## src/pfp_pkg.sv

```systemverilog
// package: register map, field layout and decoded field carrier
package pfp_pkg;

  localparam int          PORT_COUNT    = 20;
  localparam int          ADDR_W        = 12;

  localparam logic [11:0] CFG_BASE      = 12'h000;
  localparam logic [11:0] DATA_BASE     = 12'h080;
  localparam logic [11:0] MAP_SPAN      = 12'h050;

  localparam int          PARTNER_LSB   = 0;
  localparam int          PARTNER_W     = 5;
  localparam int          SAMPLES_LSB   = 5;
  localparam int          SAMPLES_W     = 3;
  localparam int          RANGE_LSB     = 8;
  localparam int          RANGE_W       = 3;
  localparam int          PARAM_W       = 12;
  localparam int          MODE_LSB      = 12;
  localparam int          MODE_W        = 4;
  localparam int          CFG_W         = 16;
  localparam int          BAD_RANGE_BIT = 16;

  localparam logic [15:0] CFG_RESET     = 16'h0000;
  localparam logic [2:0]  RANGE_NONE    = 3'h0;

  // one bit per mode code
  localparam logic [15:0] PAIRED_MODES  = 16'h0910;
  localparam logic [15:0] ADC_MODES     = 16'h0780;
  localparam logic [15:0] DAC_MODES     = 16'h0022;

  localparam int          ACC_W         = 19;
  localparam int          DATA_W        = 12;

  typedef struct packed {
    logic                 partner_valid;
    logic [PARTNER_W-1:0] partner;
    logic                 adc_en;
    logic [SAMPLES_W-1:0] avg_exp;
    logic [RANGE_W-1:0]   adc_range;
    logic [RANGE_W-1:0]   dac_range;
  } pfp_decode_s;

endpackage

```

## src/pfp_averager.sv

```systemverilog
// file: per-port sample averager with result register
`timescale 1ns/1ps

module pfp_averager (
  // clock and reset
  input  wire logic        core_clk_in,
  input  wire logic        reset_in,
  // control
  input  wire logic        clear_in,
  input  wire logic        enable_in,
  input  wire logic [2:0]  exp_in,
  // samples
  input  wire logic        sample_valid_in,
  input  wire logic [11:0] sample_in,
  // result
  output logic      [11:0] data_out,
  output logic             done_out
);

  logic [pfp_pkg::ACC_W-1:0] acc_reg;
  logic [7:0]                cnt_reg;
  logic [pfp_pkg::ACC_W-1:0] sum;
  logic [pfp_pkg::ACC_W-1:0] avg;
  logic [8:0]                target;
  logic                      last;
  logic                      take;

  assign take   = sample_valid_in && enable_in && !clear_in;
  assign sum    = acc_reg + {7'h00, sample_in};
  assign avg    = sum >> exp_in;
  assign target = 9'h001 << exp_in;
  assign last   = ({1'b0, cnt_reg} + 9'h001) == target;

  // accumulate until the selected count is reached
  always_ff @(posedge core_clk_in) begin
    if (reset_in || clear_in || !enable_in) begin
      acc_reg <= '0;
      cnt_reg <= 8'h00;
    end else if (take) begin
      acc_reg <= last ? '0 : sum;
      cnt_reg <= last ? 8'h00 : cnt_reg + 8'h01;
    end
  end

  // store only the averaged value
  always_ff @(posedge core_clk_in) begin
    if (reset_in) begin
      data_out <= 12'h000;
      done_out <= 1'b0;
    end else begin
      done_out <= take && last;
      if (take && last) begin
        data_out <= avg[pfp_pkg::DATA_W-1:0];
      end
    end
  end

  ////////////////////////////////////////////////////////////////////////////
  // checks
  logic [8:0] seen_reg;
  always_ff @(posedge core_clk_in) begin
    if (reset_in || clear_in || !enable_in || (take && last)) begin
      seen_reg <= 9'h000;
    end else if (take) begin
      seen_reg <= seen_reg + 9'h001;
    end
  end

  a_avg_count: assert property (
    @(posedge core_clk_in) disable iff (reset_in)
    (take && last) |-> (seen_reg + 9'h001 == target))
    else $error("average stored after wrong sample count");

  a_avg_only_done: assert property (
    @(posedge core_clk_in) disable iff (reset_in)
    !$past(take && last) |-> $stable(data_out))
    else $error("data register changed without full average");

  c_avg_128: cover property (
    @(posedge core_clk_in) disable iff (reset_in)
    take && last && exp_in == 3'h7);

endmodule

```

## src/pfp_port_params.sv

```systemverilog
// design: function-parameter registers, field decode and averaging
// Behaviour
// - partner port comes from bits 4:0 when mode is 4, 8 or 11.
// - adc modes average the selected sample count before storing data.
// - sample field n means two to the n, 1 up to 128 samples.
// - bits 10:8 set input range in input modes, output range in output.
//
// Local design decisions: register access over APB and the address map.
`timescale 1ns/1ps

module pfp_port_params (
  // clock and reset
  input  wire logic                  core_clk_in,
  input  wire logic                  reset_in,
  // apb slave
  input  wire logic                  psel_in,
  input  wire logic                  penable_in,
  input  wire logic                  pwrite_in,
  input  wire logic [11:0]           paddr_in,
  input  wire logic [31:0]           pwdata_in,
  output logic      [31:0]           prdata_out,
  output logic                       pready_out,
  output logic                       pslverr_out,
  // converter samples
  input  wire logic                  sample_valid_in,
  input  wire logic [4:0]            sample_port_in,
  input  wire logic [11:0]           sample_data_in,
  // decoded fields toward port logic
  output pfp_pkg::pfp_decode_s [19:0] decode_out,
  output logic      [19:0]           result_done_out
);

  localparam int N = pfp_pkg::PORT_COUNT;

  ////////////////////////////////////////////////////////////////////////////
  // configuration storage and decode
  logic [pfp_pkg::CFG_W-1:0]  cfg_reg [N];
  logic [N-1:0]               clear_reg;
  logic [11:0]                adc_data [N];
  logic [N-1:0]               done;
  logic [N-1:0]               paired;
  logic [N-1:0]               adc_mode;
  logic [N-1:0]               dac_mode;
  logic [N-1:0]               bad_range;
  pfp_pkg::pfp_decode_s [N-1:0] decode_next;

  always_comb begin
    for (int i = 0; i < N; i++) begin
      paired[i]    = pfp_pkg::PAIRED_MODES[cfg_reg[i][pfp_pkg::MODE_LSB +:
                     pfp_pkg::MODE_W]];
      adc_mode[i]  = pfp_pkg::ADC_MODES[cfg_reg[i][pfp_pkg::MODE_LSB +:
                     pfp_pkg::MODE_W]];
      dac_mode[i]  = pfp_pkg::DAC_MODES[cfg_reg[i][pfp_pkg::MODE_LSB +:
                     pfp_pkg::MODE_W]];
      bad_range[i] = (adc_mode[i] || dac_mode[i]) &&
                     cfg_reg[i][pfp_pkg::RANGE_LSB +: pfp_pkg::RANGE_W] ==
                     pfp_pkg::RANGE_NONE;
      decode_next[i].partner_valid = paired[i];
      decode_next[i].partner = paired[i] ?
        cfg_reg[i][pfp_pkg::PARTNER_LSB +: pfp_pkg::PARTNER_W] :
        5'h00;
      decode_next[i].adc_en  = adc_mode[i];
      decode_next[i].avg_exp = adc_mode[i] ?
        cfg_reg[i][pfp_pkg::SAMPLES_LSB +: pfp_pkg::SAMPLES_W] :
        3'h0;
      decode_next[i].adc_range = adc_mode[i] ?
        cfg_reg[i][pfp_pkg::RANGE_LSB +: pfp_pkg::RANGE_W] :
        3'h0;
      decode_next[i].dac_range = dac_mode[i] ?
        cfg_reg[i][pfp_pkg::RANGE_LSB +: pfp_pkg::RANGE_W] :
        3'h0;
    end
  end

  always_ff @(posedge core_clk_in) begin
    if (reset_in) begin
      decode_out      <= '0;
      result_done_out <= '0;
    end else begin
      decode_out      <= decode_next;
      result_done_out <= done;
    end
  end

  ////////////////////////////////////////////////////////////////////////////
  // apb decode
  logic        setup;
  logic        access;
  logic        is_cfg;
  logic        is_data;
  logic [4:0]  idx;
  logic [11:0] off;
  logic        aligned;

  assign setup   = psel_in && !penable_in;
  assign access  = psel_in && penable_in && pready_out;
  assign aligned = paddr_in[1:0] == 2'h0;
  assign is_cfg  = aligned && paddr_in >= pfp_pkg::CFG_BASE &&
                   paddr_in < pfp_pkg::CFG_BASE + pfp_pkg::MAP_SPAN;
  assign is_data = aligned && paddr_in >= pfp_pkg::DATA_BASE &&
                   paddr_in < pfp_pkg::DATA_BASE + pfp_pkg::MAP_SPAN;
  assign off     = is_data ? paddr_in - pfp_pkg::DATA_BASE :
                   paddr_in - pfp_pkg::CFG_BASE;
  assign idx     = off[6:2];

  // one wait-free answer: ready in the first access cycle
  always_ff @(posedge core_clk_in) begin
    if (reset_in) begin
      pready_out  <= 1'b0;
      pslverr_out <= 1'b0;
      prdata_out  <= 32'h0000_0000;
    end else begin
      pready_out  <= setup;
      pslverr_out <= setup && !(is_cfg || (is_data && !pwrite_in));
      if (setup && !pwrite_in) begin
        if (is_cfg) begin
          prdata_out <= {15'h0000, bad_range[idx], cfg_reg[idx]};
        end else if (is_data) begin
          prdata_out <= {20'h00000, adc_data[idx]};
        end else begin
          prdata_out <= 32'h0000_0000;
        end
      end
    end
  end

  // config writes; a rewrite restarts that port's average
  always_ff @(posedge core_clk_in) begin
    if (reset_in) begin
      for (int i = 0; i < N; i++) begin
        cfg_reg[i] <= pfp_pkg::CFG_RESET;
      end
      clear_reg <= '0;
    end else begin
      clear_reg <= '0;
      if (access && pwrite_in && is_cfg) begin
        cfg_reg[idx]   <= pwdata_in[pfp_pkg::CFG_W-1:0];
        clear_reg[idx] <= 1'b1;
      end
    end
  end

  ////////////////////////////////////////////////////////////////////////////
  // per-port averagers
  for (genvar g = 0; g < N; g++) begin : g_port
    pfp_averager u_avg (
      .core_clk_in     (core_clk_in),
      .reset_in        (reset_in),
      .clear_in        (clear_reg[g]),
      .enable_in       (adc_mode[g]),
      .exp_in          (cfg_reg[g][pfp_pkg::SAMPLES_LSB +:
                        pfp_pkg::SAMPLES_W]),
      .sample_valid_in (sample_valid_in && sample_port_in == 5'(g)),
      .sample_in       (sample_data_in),
      .data_out        (adc_data[g]),
      .done_out        (done[g])
    );
  end

  ////////////////////////////////////////////////////////////////////////////
  // checks
  for (genvar g = 0; g < N; g++) begin : g_chk
    a_partner_use: assert property (
      @(posedge core_clk_in) disable iff (reset_in)
      paired[g] |=> decode_out[g].partner_valid &&
        decode_out[g].partner == $past(cfg_reg[g][4:0]))
      else $error("partner port not taken in paired mode");

    a_partner_ignore: assert property (
      @(posedge core_clk_in) disable iff (reset_in)
      !paired[g] |=> !decode_out[g].partner_valid &&
        decode_out[g].partner == 5'h00)
      else $error("partner port used outside paired mode");

    a_range_route: assert property (
      @(posedge core_clk_in) disable iff (reset_in)
      adc_mode[g] |=> decode_out[g].adc_range == $past(cfg_reg[g][10:8])
        && decode_out[g].avg_exp == $past(cfg_reg[g][7:5]))
      else $error("input range or sample field not routed");

    a_samples_ignore: assert property (
      @(posedge core_clk_in) disable iff (reset_in)
      !adc_mode[g] && !clear_reg[g] |->
        !done[g] ##1 decode_out[g].avg_exp == 3'h0)
      else $error("sample count used without adc mode");
  end

  a_apb_ready: assert property (
    @(posedge core_clk_in) disable iff (reset_in)
    setup |=> pready_out ##1 !pready_out || setup)
    else $error("ready not a single access-cycle pulse");

  c_paired_write: cover property (
    @(posedge core_clk_in) disable iff (reset_in)
    access && pwrite_in && is_cfg && pwdata_in[15:12] == 4'hB);

  c_data_read: cover property (
    @(posedge core_clk_in) disable iff (reset_in)
    access && !pwrite_in && is_data);

  c_slverr: cover property (
    @(posedge core_clk_in) disable iff (reset_in)
    pready_out && pslverr_out);

endmodule

```

## config.mk

```make
export PLATFORM = sky130hd
export DESIGN_NAME = pfp_port_params
export DESIGN_NICKNAME = d
export VERILOG_FILES = /design/src/pfp_pkg.sv /design/src/pfp_averager.sv /design/src/pfp_port_params.sv
export SDC_FILE = /design/constraint.sdc
export NUM_CORES = 2
export LEC_CHECK = 0
export ABC_AREA = 1
export BUFFER_PORTS_ARGS = -buffer_cell sky130_fd_sc_hd__buf_2
export CAP_MARGIN = 20
export CORE_ASPECT_RATIO = 1.5
export CORE_MARGIN = 2
export CORE_UTILIZATION = 33
export CTS_CLUSTER_DIAMETER = 200
export DETAILED_ROUTE_END_ITERATION = 6
export PLACE_DENSITY = 0.46
export SLEW_MARGIN = 20
export SYNTH_ARGS = -nofsm -noshare
export SYNTH_HDL_FRONTEND = slang
export SYNTH_SLANG_ARGS = --single-unit
```

## constraint.sdc

```tcl
create_clock -name core_clk_in -period 2.4 [get_ports core_clk_in]
set_input_delay 0.24 -clock core_clk_in [delete_from_list [all_inputs] [get_ports core_clk_in]]
set_output_delay 0.24 -clock core_clk_in [all_outputs]
set_load 0.01 [all_outputs]
```

## Word level (Yosys, flattened, before mapping)

Memory sizes are Yosys's and may differ from the RTL's.
Cells that the tools add are included.

- Bitwise logic cells: 62
- $add $sub $neg: 61
- Reduce and logical (&&, ||, !) cells: 301
- Shift operators: 40
- Eq/ne operators: 39
- Mux-type cells: 118
- Magnitude comparators: 27

Operator list:

| kind | count |
|---|---|
| $add 19x12->19 | 20 |
| $mux 19 | 20 |
| $shr 19x3->12 | 20 |
| $add 8x1->9 const B | 20 |
| $eq 9x9->1 | 20 |
| $shl 1x3->9 const A | 20 |
| $add 8x1->8 const B | 20 |
| $mux 8 | 20 |
| $reduce_or 2->1 | 61 |
| $logic_and 1x1->1 | 113 |
| $lt 4x5->1 const B | 20 |
| $mux 1 | 68 |
| $logic_or 1x1->1 | 61 |
| $not 1->1 | 61 |
| $bmux 12 s5 | 1 |
| $logic_not 3->1 | 20 |
| $logic_not 1->1 | 43 |
| $eq 5x4->1 const B | 8 |
| $mux 12 | 3 |
| $eq 5x3->1 const B | 4 |
| $eq 5x5->1 const B | 4 |
| $mux 17 | 1 |
| $mux 16 | 1 |
| $reduce_or 16->1 | 1 |
| 17 further kinds | 18 |

- Memory bits (read-only): 960
- RAM bits: 320
- Input bits: 67
- Memories kept: 61
- Bits in registers: 1194
- Logic and storage cells: 914

Memory list:

| name | words | bits a word | rd ports | clocked after memory_dff | write ports | line | RTL |
|---|---|---|---|---|---|---|---|
| cfg_reg | 20 | 16 | 21 | 0 | 20 | pfp_port_params.sv:37 | `logic [pfp_pkg::CFG_W-1:0] cfg_reg [N];` |
| (no name shown) | 16 | 1 | 1 | 0 | 0 | pfp_port_params.sv:53 | `dac_mode[i] = pfp_pkg::DAC_MODES[cfg_reg[i][pfp_pkg::MODE_LSB +:` |
| (no name shown) | 16 | 1 | 1 | 0 | 0 | pfp_port_params.sv:51 | `adc_mode[i] = pfp_pkg::ADC_MODES[cfg_reg[i][pfp_pkg::MODE_LSB +:` |
| (no name shown) | 16 | 1 | 1 | 0 | 0 | pfp_port_params.sv:49 | `paired[i] = pfp_pkg::PAIRED_MODES[cfg_reg[i][pfp_pkg::MODE_LSB +:` |
| (no name shown) | 16 | 1 | 1 | 0 | 0 | pfp_port_params.sv:53 |  |
| (no name shown) | 16 | 1 | 1 | 0 | 0 | pfp_port_params.sv:51 |  |
| +55 memories | n/a | n/a | n/a | n/a | n/a | n/a |  |

## Depth between registers and ports, before layout

- Depth in word-level cells: 10
- Mapped depth: 17
- Gate-level depth less buffers: 17

## Hierarchy

From an unflattened synthesis, not the netlist that was laid out.

- Cells, all modules: 14459
- Area total of the unflattened synthesis: 102045.4 µm²

By module, submodules not included:

| module | times used | cells each | area an instance (µm²) | seq. area each (µm²) |
|---|---|---|---|---|
| pfp_averager at g_port[0].u_avg ... | 18 | 553 | 3325.7 | 800.8 |
| pfp_port_params | 1 | 3433 | 35626.7 | 22841.9 |
| pfp_averager at g_port[15].u_avg | 1 | 554 | 3365.7 | 800.8 |
| pfp_averager at g_port[9].u_avg | 1 | 518 | 3190.6 | 800.8 |

## Worst setup path after synthesis

OpenSTA, ideal clock, no wires.

- Path kind: input-to-reg
- From: in paddr_in[4]
- To: mem cfg_reg[0][0] in the netlist's numbering (enable)
- Setup time: 0.372 ns
- Data required time: 2.028 ns
- Path slack: 0.014 ns
- Stages: 12
- Buffers on the path: 1
- Arrival time: 2.014 ns
- Cells stage by stage: inv_1 > nand2_1 > a21oi_1 > inv_1 > nor3_2 > inv_1 > nor3_1 > inv_1 > nor2_4 > nand2_2 > buf_2 > nand2_1

RTL lines:

| item | line | RTL |
|---|---|---|
| start: declaration | pfp_port_params.sv:19 | `input wire logic [11:0] paddr_in,` |
| end: declaration | pfp_port_params.sv:37 |  |

==> metrics <==
run status=finished, final reports clean; DP HPWL=345000 µm; count of final hold-check violations=0; Cell Area, Placed=0.115 mm²; Final period util=98.2%; RD Place Congestion=0.960; clk_skew=0.138 ns; Antenna Nets Post-Route=0; Starting Density=33.1%; PwrDens=549 mW/mm²; Avg Inst Size Synth=7.02 µm²; TritonCTS buffer count=190; clock root cell=clkbuf_16; Remaining Overflow, GRT=0; port bufs=409; leak pwr=0.0563 µW; largest net degree at the start of global routing=169; Fmax=424 MHz; relative slew slack=35.3%; number of global-route vias before repair=95700; GRT Total Usage=28.7%; worst slew pin tran=0.971 ns; Worst-Skew Late Latency=0.98 ns; Longest Clk Path Bufs=4; CTS tree=built; nature of the critical path endpoint=register; core area=0.289 mm²; initial DRC count=7229; drt pass-1 iters=6; Chip Height=664 µm; Max-Cap Viols=0; CP Launch Type=register; Arr. time, crit path=3.17 ns; Total Power=68100 µW; post-synthesis instance area=0.0959 mm²; Slew Viols, Final=0; floorplan die area=0.295 mm²; ys async rst share=0%; Max FO, Critical Path=14; Final Cell Area=0.124 mm²; first-pass GRT wire length=628000 µm; Yosys top cell area share=24.6%; row cnt=242; via count=98800; Synth-to-Final Area Change=29.3%; required time of the critical path=3.21 ns; Worst IR Drop VDD=0.609 mV; nets=16100; layout cell share with drive strength beyond 1=18.8%; Reg clk slew, reported paths=0.06 ns; area leader, netlist=dfxtp_1; I/O pins=441; Hold Crit Class=input pin to register; Vias/cell=5.04; Total Wirelength=438000 µm; RSZ-0062 raised after global routing=yes; Fin Setup TNS=0 ns; Sink Count=1687; Mapped Cells=13700; number of synthesized flops with an enable pin=508; antenna violations before repair=37; final setup fails=0; synth warn=0; ys flop type=dfxtp_1; #FFs+latches synth=1687; register area share after synthesis=40.5%; WL/cell=22.3 µm; H-tree lvl count=4; Crit Path Class=register to register; Die Wd=444 µm; Cell variety after synth=59; Synth area leaders=dfxtp_1 25%, edfxtp_1 16%, nand2_1 15%; Remaining DRCs=0; Final min period=2.36 ns; Largest register FFs=508
[kinds of logic after synthesis]
kind of cell | count (synthesis) | synth area share (%)
simple gates | 7220 | 31.7
xor+xnor | 337 | 3.09
other cells | 1 | 0.00391
buf+inv | 1984 | 8.07
fa+ha+maj | 360 | 4.85
compound gates | 2056 | 11.7
flops | 1687 | 40.5
mux | 13 | 0.136
[power breakdown]
group / leakage [µW] / switching (µW) / internal (µW)
sequential: 0.0148 / 193 / 29800
clock: 0.00321 / 13500 / 17800
combinational: 0.0383 / 4510 / 2370
[synth_stat cells, drive strengths merged (22+ instances only)]
library cell	count
nand2	3809
nand3	1555
nor2	1473
inv	1404
dfxtp	1179
a21oi	1061
o21ai	517
edfxtp	508
ha	340
clkbuf	310
o22ai	256
buf	239
xor2	230
a22oi	135
nand4	129
xnor2	106
nor3	97
or2	66
nand3b	41
clkinv	31
o211ai	30
nor4	25
and2	22
[worst paths after layout]
| check | startpoint | endpoint | slack, ns | cells after the start |
|---|---|---|---|---|
| max | cfg_reg[7][12]$_SDFFCE_PN0P_ | g_port[7].u_avg.acc_reg[14]$_SDFFE_PP0P_ | 0.04 | 10 |
| min | sample_port_in[2] | g_port[4].u_avg.cnt_reg[0]$_SDFFE_PP0P_ | 0.06 | 6 |
| min reg2reg | g_port[9].u_avg.done_out$_SDFF_PP0_ | result_done_out[9]$_SDFF_PP0_ | 0.39 | 2 |
| max reg2reg | cfg_reg[7][12]$_SDFFCE_PN0P_ | g_port[7].u_avg.acc_reg[14]$_SDFFE_PP0P_ | 0.04 | 10 |
[routing by layer]
| metal | up-vias | wire, µm | GRT usage [%] | share of wire (%) |
|---|---|---|---|---|
| met5 | - | 80 | 0 | 0.018 |
| met4 | 12 | 29300 | 16.6 | 6.7 |
| met1 | 46900 | 176000 | 33.8 | 40 |
| met2 | 2455 | 211000 | 49.8 | 48 |
| met3 | 799 | 21400 | 3.66 | 4.9 |
| li1 | 48700 | - | - | - |
[cells in the final DEF, fill, tap and decap left out, types with 32 or more instances in the layout]
master     instances
nor2_4            32
nand4_1          127
nand3_1         1510
buf_12           128
nor2_1          1377
o22ai_1          256
nand3_2           39
nand2_1         3709
ha_1             330
xnor2_1           85
nand2_2           94
or2_2             60
xor2_2            32
inv_2             62
a21oi_1         1038
xor2_1           198
nor2_2            63
edfxtp_1         508
nand3b_1          41
buf_4           1584
nor3_1            78
conb_1           203
dfxtp_1         1169
clkbuf_16        209
buf_2            396
a22oi_1          135
inv_1           1331
o21ai_0          486
[per-stage QoR]
stage	hold slack (ns)	worst slack, ns	std cells	utilization [%]
2_1_floorplan	0.324	0.0143	13900	-
4_1_cts	0.0421	0.00232	19500	42.2
3_5_place_dp	0.396	-0.652	19200	39.8
6_report	0.0621	0.0425	19600	42.9
3_3_place_gp	0.391	-0.653	19200	39.8
5_1_grt	0.0642	-0.109	19600	42.9
[timing repair]
action	in CTS	in global routing
gates cloned	0	9
endpoints found under the hold margin	265	0
setup endpoints to repair	82	527
hold buffers	24	0
gates resized for setup	16	359
buffers inserted	4	50
pin swaps	4	54
[worst max-delay path, stage by stage, from the launching register on]
cell,delay (ns)
edfxtp_1,0.44
ha_1,0.23
nor3_1,0.22
nor2_1,0.13
buf_4,0.20
nor2_1,0.17
inv_1,0.14
nor2_1,0.16
clkinv_1,0.18
buf_12,0.19
a21oi_1,0.11
[cell type report]
cell class,instances,area (µm²)
fill,30900,165000
multi-input combinational,10200,51500
sequential,1687,38900
timing repair buffer,2153,17000
clock buffer,253,5550
inverter,1435,5430
tap,3782,4730
clock inverter,90,973
antenna,15,37.5
timing repair inverter,2,10.0
No activity file was read; power rests on OpenSTA's default activity.
